File: src/shared/ssp_regs.vh
`ifndef SSP_REGS_VH
`define SSP_REGS_VH

// Register address that holds the output format configuration
`define SSP_FMT_ADDR        6'h31
// Bit position of the 3-wire select inside the format register
`define SSP_FMT_3WIRE_BIT   6
// Reset value of the 3-wire select (4-wire after reset)
`define SSP_FMT_3WIRE_RST   1'b0

// Width of the register address carried in the command byte
`define SSP_ADDR_W          6
// Width of one data byte
`define SSP_DATA_W          8
// Position of the read/write bit in the command byte
`define SSP_CMD_RW_BIT      7
// Position of the auto-increment flag in the command byte
`define SSP_CMD_AUTO_BIT    6
// Index of the last bit of a byte within the bit counter
`define SSP_LAST_BIT        3'h7

// Reset values of the datapath
`define SSP_ADDR_RST        6'h00
`define SSP_BYTE_RST        8'h00
`define SSP_CNT_RST         3'h0

// Frame phases of the serial port
`define SSP_PH_IDLE         2'h0
`define SSP_PH_CMD          2'h1
`define SSP_PH_DATA         2'h2

// System clock period and serial timing figures in ns
`define SSP_SYS_CLK_NS      40
`define SSP_SCLK_MIN_NS     200
`define SSP_CS_GAP_MIN_NS   150
`define SSP_DIS_MAX_NS      10
// Least system cycles per serial clock period, rounded up
`define SSP_SCLK_MIN_CYC    ((`SSP_SCLK_MIN_NS + `SSP_SYS_CLK_NS - 1) / `SSP_SYS_CLK_NS)

`endif

File: src/hdl/ssp_spi_slave.v
`timescale 1ns/1ns
`include "ssp_regs.vh"

module ssp_spi_slave (
  input  wire                      sys_clk,
  input  wire                      reset_n,
  input  wire                      cs_n,
  input  wire                      sclk,
  input  wire                      shared_serial_data_pin_in,
  output wire                      shared_serial_data_pin_out,
  output wire                      shared_serial_data_pin_oe,
  output wire                      serial_out_pin,
  output wire                      serial_out_oe,
  output reg  [`SSP_ADDR_W-1:0]    reg_addr,
  output reg  [`SSP_DATA_W-1:0]    reg_wdata,
  output reg                       reg_wr,
  output reg                       reg_rd,
  input  wire [`SSP_DATA_W-1:0]    reg_rd_data,
  output reg                       three_wire_mode,
  output wire                      i2c_select
);

  // Synchroniser stages for the pins from the master
  reg                    cs_s1;        // First stage, chip select
  reg                    cs_s2;        // Second stage, chip select
  reg                    sclk_s1;      // First stage, serial clock
  reg                    sclk_s2;      // Second stage, serial clock
  reg                    sclk_d;       // Delayed copy for edge finding
  reg                    din_s1;       // First stage, data input
  reg                    din_s2;       // Second stage, data input

  // Frame state and datapath
  reg  [1:0]             phase;        // Current frame phase
  reg  [2:0]             bit_cnt;      // Bits received in this byte
  reg  [`SSP_DATA_W-1:0] shift_in;     // Receive shift register
  reg  [`SSP_DATA_W-1:0] shift_out;    // Transmit shift register
  reg                    out_bit;      // Bit now presented to the master
  reg                    is_read;      // Read bit of the command byte
  reg                    auto_inc;     // Auto-increment flag of the command byte
  reg                    first_done;   // First data byte of the frame finished
  reg                    read_drive;   // Data phase of a read is running
  reg                    fmt_hit_d;    // Format register write seen
  reg                    fmt_bit_d;    // Mode bit carried by that write

  // Edge and byte events on the system clock
  wire                   rise;         // Rising serial clock edge seen
  wire                   fall;         // Falling serial clock edge seen
  wire                   selected;     // Synchronised chip select active
  wire                   byte_end;     // Last bit of a byte sampled
  wire [`SSP_DATA_W-1:0] byte_val;     // Byte completed by this edge

  // Events come from the second stages only; CPOL=1, CPHA=1 timing
  assign rise     = sclk_s2 & ~sclk_d;
  assign fall     = ~sclk_s2 & sclk_d;
  assign selected = ~cs_s2;
  assign byte_end = selected & rise & (bit_cnt == `SSP_LAST_BIT);
  assign byte_val = {shift_in[`SSP_DATA_W-2:0], din_s2};

  // The other bus owns the pins while chip select is high
  assign i2c_select = cs_s2;

  // Four-wire: dedicated output line driven while the raw select is low
  assign serial_out_pin = out_bit;
  // Enable gated by the raw pin so release does not wait for the synchroniser
  assign serial_out_oe  = ~three_wire_mode & ~cs_n;

  // Three-wire: shared line driven only in a read's data phase
  assign shared_serial_data_pin_out = out_bit;
  assign shared_serial_data_pin_oe  = three_wire_mode & read_drive & ~cs_n;

  // Two-flop synchronisers for the asynchronous pins
  always @(posedge sys_clk or negedge reset_n) begin
    if (!reset_n) begin
      cs_s1   <= 1'b1;
      cs_s2   <= 1'b1;
      sclk_s1 <= 1'b1;
      sclk_s2 <= 1'b1;
      sclk_d  <= 1'b1;
      din_s1  <= 1'b1;
      din_s2  <= 1'b1;
    end else begin
      cs_s1   <= cs_n;
      cs_s2   <= cs_s1;
      sclk_s1 <= sclk;
      sclk_s2 <= sclk_s1;
      sclk_d  <= sclk_s2;
      din_s1  <= shared_serial_data_pin_in;
      din_s2  <= din_s1;
    end
  end

  // Frame sequencer: command byte, then data bytes until select rises
  always @(posedge sys_clk or negedge reset_n) begin
    if (!reset_n) begin
      phase      <= `SSP_PH_IDLE;
      bit_cnt    <= `SSP_CNT_RST;
      shift_in   <= `SSP_BYTE_RST;
      is_read    <= 1'b0;
      auto_inc   <= 1'b0;
      first_done <= 1'b0;
      read_drive <= 1'b0;
      reg_addr   <= `SSP_ADDR_RST;
      reg_wdata  <= `SSP_BYTE_RST;
      reg_wr     <= 1'b0;
      reg_rd     <= 1'b0;
    end else begin
      // Strobes last one cycle
      reg_wr <= 1'b0;
      reg_rd <= 1'b0;
      if (!selected) begin
        // Select high ends the frame; a partial byte is dropped
        phase      <= `SSP_PH_IDLE;
        bit_cnt    <= `SSP_CNT_RST;
        first_done <= 1'b0;
        read_drive <= 1'b0;
      end else begin
        case (phase)
          `SSP_PH_IDLE: begin
            // Select fell: start a new command byte
            phase   <= `SSP_PH_CMD;
            bit_cnt <= `SSP_CNT_RST;
          end
          `SSP_PH_CMD: begin
            if (rise) begin
              // Sample on the rising edge
              shift_in <= byte_val;
              bit_cnt  <= bit_cnt + 3'h1;
            end
            if (byte_end) begin
              // Decode read bit, increment flag and address
              is_read    <= byte_val[`SSP_CMD_RW_BIT];
              auto_inc   <= byte_val[`SSP_CMD_AUTO_BIT];
              reg_addr   <= byte_val[`SSP_ADDR_W-1:0];
              reg_rd     <= byte_val[`SSP_CMD_RW_BIT];
              read_drive <= byte_val[`SSP_CMD_RW_BIT];
              phase      <= `SSP_PH_DATA;
            end
          end
          `SSP_PH_DATA: begin
            if (rise) begin
              shift_in <= byte_val;
              bit_cnt  <= bit_cnt + 3'h1;
            end
            if (reg_wr && auto_inc) begin
              // Step on only after the write strobe has used the pointer
              reg_addr <= reg_addr + 6'h01;
            end
            if (byte_end) begin
              first_done <= 1'b1;
              // Only whole bytes are written; extra bytes need the flag
              if (!is_read && (auto_inc || !first_done)) begin
                reg_wr    <= 1'b1;
                reg_wdata <= byte_val;
              end
              if (is_read && auto_inc) begin
                // Reads step before fetching the next byte
                reg_addr <= reg_addr + 6'h01;
              end
              // Without the flag reads repeat the same register
              reg_rd <= is_read;
            end
          end
          default: begin
            phase <= `SSP_PH_IDLE;
          end
        endcase
      end
    end
  end

  // Format snoop: the write strobe still carries the pointer it writes to
  wire fmt_hit;
  assign fmt_hit = reg_wr & (reg_addr == `SSP_FMT_ADDR);

  // Hold the written bit one cycle before the mode takes it
  always @(posedge sys_clk or negedge reset_n) begin
    if (!reset_n) begin
      fmt_hit_d <= 1'b0;
      fmt_bit_d <= `SSP_FMT_3WIRE_RST;
    end else begin
      fmt_hit_d <= fmt_hit;
      fmt_bit_d <= reg_wdata[`SSP_FMT_3WIRE_BIT];
    end
  end

  // Line mode follows the format register bit, taken from writes
  always @(posedge sys_clk or negedge reset_n) begin
    if (!reset_n) begin
      three_wire_mode <= `SSP_FMT_3WIRE_RST;
    end else if (fmt_hit_d) begin
      three_wire_mode <= fmt_bit_d;
    end
  end

  // Transmit path: change output only on the falling edge; clear it while deselected
  always @(posedge sys_clk or negedge reset_n) begin
    if (!reset_n) begin
      shift_out <= `SSP_BYTE_RST;
      out_bit   <= 1'b0;
    end else begin
      if (!selected) begin
        out_bit <= 1'b0;
      end else if (reg_rd) begin
        // Read data is sampled while the strobe stands
        shift_out <= reg_rd_data;
      end else if (fall && read_drive) begin
        // Present the next bit, most significant first
        out_bit   <= shift_out[`SSP_DATA_W-1];
        shift_out <= {shift_out[`SSP_DATA_W-2:0], 1'b0};
      end
    end
  end

  // The port only answers; it owns no clock and no select output
  // and so never starts a transfer of its own.

endmodule

File: config.mk
export PLATFORM = sky130hd
export DESIGN_NAME = ssp_spi_slave
export DESIGN_NICKNAME = d
export VERILOG_FILES = /design/src/hdl/ssp_spi_slave.v
export VERILOG_INCLUDE_DIRS = /design/src /design/src/shared
export SDC_FILE = /design/constraint.sdc
export NUM_CORES = 1
export LEC_CHECK = 0
export ABC_CLOCK_PERIOD_IN_PS = 6140
export BUFFER_PORTS_ARGS = -buffer_cell sky130_fd_sc_hd__buf_2
export CAP_MARGIN = 20
export CORE_UTILIZATION = 48
export DETAILED_ROUTE_END_ITERATION = 10
export GPL_ROUTABILITY_DRIVEN = 0
export PLACE_DENSITY = 0.72
export SYNTH_ARGS = -nofsm -noshare
export SYNTH_HDL_FRONTEND = slang
export SYNTH_SLANG_ARGS = --single-unit
File: constraint.sdc
create_clock -name sys_clk -period 6.14 [get_ports sys_clk]
set_clock_uncertainty 0.2 [all_clocks]
set_input_delay 0.614 -clock sys_clk [delete_from_list [all_inputs] [get_ports sys_clk]]
set_output_delay 0.614 -clock sys_clk [all_outputs]
set_load 0.01 [all_outputs]
==> metrics.yaml <==
power_and_ir_drop:
  p_per_area_mw_per_mm2: 231
  p_leak_nw: 1.25
  ir_worst_vdd_uv: 196
die:
  die_x_um: 71.7
  ioPinCount: 35
  start_util_pct: 51.7
  die_y_um: 71.7
  rows: 24
  die_area_mm2: 0.00514
  core_area_mm2: 0.00450
synth:
  synth_simple_gate_area_share_pct: 14.4
  synth-xor-area-share_pct: 0
  yosys_warnings: 0
  synth_compound_area_share_pct: 8.65
  synth_nets: 219
  yosysUniqueCellTypes: 40
  synth_ff_type: "dfrtp_1"
  netlist.area_leader.share_pct: 47.3
  synthArstFlopShare_pct: 100
  ys_seq_elements: 51
  synth_most_common_cell: "dfrtp_1"
  muxShareOfSynthArea_pct: 13.9
  synth_commonest_cells: "44 x dfrtp_1, 18 x mux2_2, 17 x nor2_1"
  synthTopCellsByArea: "dfrtp_1 47%, mux2_2 8.7%, dfstp_2 7.9%"
  postSynthCellCount: 198
  synth_largest_area_cell: "dfrtp_1"
  synthAdderAreaFrac_pct: 4.30
  synth_top_family_by_area: "simple AND/OR/NAND/NOR gates"
  avgSynthCellArea_um2: 11.8
  synth.cell_area_mm2: 0.00233
  ys_seq_area_share_pct: 55.2
  synth-edff-count: 0
timing:
  finalSetupViolCount: 0
  whs_ns: 0.160
  layout_min_cycle_time_ns: 2.68
  fmax_mhz: 373
  worst_slew_pin_slew_ns: 0.969
  drv_slew: 0
  tns_ns: 0
  hold_viol_final: 0
  slew_headroom_pct: 35.4
  timing.final.crit_share_pct: 43.6
  grt_setup_unrepaired: "false"
setup_path:
  path_max_fanout: 18
  endpoint_kind: "flip-flop"
  crit_type: "flip-flop to flip-flop"
  cp.arrival_ns: 2.71
  crit_required_ns: 6.17
  worst_r2r_path_depth: 6
  startpoint_type: "flip-flop"
cts:
  h-tree-depth: 2
  numCtsBuffers: 5
  cts_setup_buffers: 0
  cts_hold_buffers: 0
  root_buffer: "clkbuf_8"
  cts_resized: 0
  ctsLongestPathBuffers: 2
  cts_sinks: 51
  clk_pin_slew_ns: 0.10
  tritoncts: "done"
  clock_latency_ns: 0.31
place:
  place_area_mm2: 0.00253
  hpwlAfterDp_um: 2780
  port-buffer-count: 34
grt:
  antenna_found_initial: 0
  grt_max_degree: 52
  grt_pass1_vias: 1511
  grt_overflow: 0
  grt_pass1_wl_um: 7200
  grtUsageTotal_pct: 18.4
cells_and_area:
  antenna_cells: 0
  layout.nets: 253
  seq_area_mm2: 0.00128
  fillCellCount: 399
  final_layout_size_suffix_gt1_share_pct: 30.5
  final_area_mm2: 0.00262
  multiInputGateArea_um2: 960
  synthToLayoutAreaGrowth_pct: 12.6
route:
  drc: 0
  via_count: 1580
  firstDrtPassIters: 4
  vias_per_cell: 5.54
  first_iter_violations: 120
  avgRoutedWirePerCell_um: 14.5
  routed_wl_um: 4130
  ant_nets: 0
min_path:
  whs_path_depth: 0
  hold_class: "flip-flop to flip-flop"
status:
  status: "finished, final reports clean"
run:
  maxCapViolCount: 0
-- per-layer routing --
metal	global-route usage, %	vias up	part of all wire (%)
met5	0	-	0
met4	7.19	0	1.5
met3	4.36	7	3.5
met2	28.0	29	46
met1	25.7	771	49
li1	-	773	-
-- report_power, final --
group	leakage, nW	switching [W]	internal (W)
sequential	0.641	0.0000156	0.000352
combinational	0.561	0.0000199	0.0000209
clock	0.0443	0.000116	0.0000816
-- registers in the layout, indices dropped and copies added, names as in the netlist, 2 cells and up --
signal / count
phase: 2
shift_in: 7
reg_wdata: 8
bit_cnt: 3
shift_out: 8
reg_addr: 6
-- logic make-up after synthesis --
kind of cell             Yosys count
multiplexers                      30
AND/OR/NAND/NOR                   59
AO/OA/AOI/OAI                     32
adder cells (fa/ha/maj)            8
buffers and inverters             18
flip-flops                        51
-- cell type report --
class | instances | area share [%]
Tap cell | 52 | 2.48
Clock inverter | 3 | 0.954
Timing Repair Buffer | 36 | 7.06
Clock buffer | 5 | 2.62
Multi-Input combinational cell | 129 | 36.6
Sequential cell | 51 | 49.0
Inverter | 9 | 1.29
-- final timing paths --
path / start / end / slack, ns
hold / removal: cs_s1$_DFF_PN1_ / i2c_select$_DFF_PN1_ / 0.16
max in group asynchronous: reset_n / shift_out[2]$_DFFE_PN0P_ / 5.10
setup reg to reg: phase[0]$_DFFE_PN0P_ / reg_addr[1]$_DFFE_PN0P_ / 3.46
min in group asynchronous: reset_n / fmt_hit_d$_DFF_PN0_ / 0.20
hold reg to reg: cs_s1$_DFF_PN1_ / i2c_select$_DFF_PN1_ / 0.16
setup / recovery: phase[0]$_DFFE_PN0P_ / reg_addr[1]$_DFFE_PN0P_ / 3.46
-- cells in the final DEF, fill, tap and decap left out, drive strengths merged, types with 4 or more instances in the layout --
cell	netlist	layout
a21oi	15	15
inv	9	9
ha	8	8
dfrtp	44	44
clkbuf	2	5
nor2	17	17
o21ai	4	4
buf	7	36
mux2i	12	12
mux2	18	18
dfstp	7	7
nand2	10	10
-- metrics by stage --
stage	util, %	setup WS [ns]	instances	total power [W]
after floorplan	-	4.08	198	0.000393
after global placement	56.1	3.62	277	0.000414
after detailed placement	56.1	3.54	277	0.000416
after CTS	58.2	3.49	285	0.000614
after global routing	58.2	3.25	285	0.000632
final	58.2	3.46	285	0.000606
-- critical path, stage by stage, from the launching register on --
cell,delay [ns]
dfrtp_1,0.41
inv_1,0.12
ha_1,0.55
nand2b_1,0.11
a21oi_1,0.76
o21ai_0,0.23
a22oi_1,0.24
Note: power is estimated with default switching activity, not from simulation.
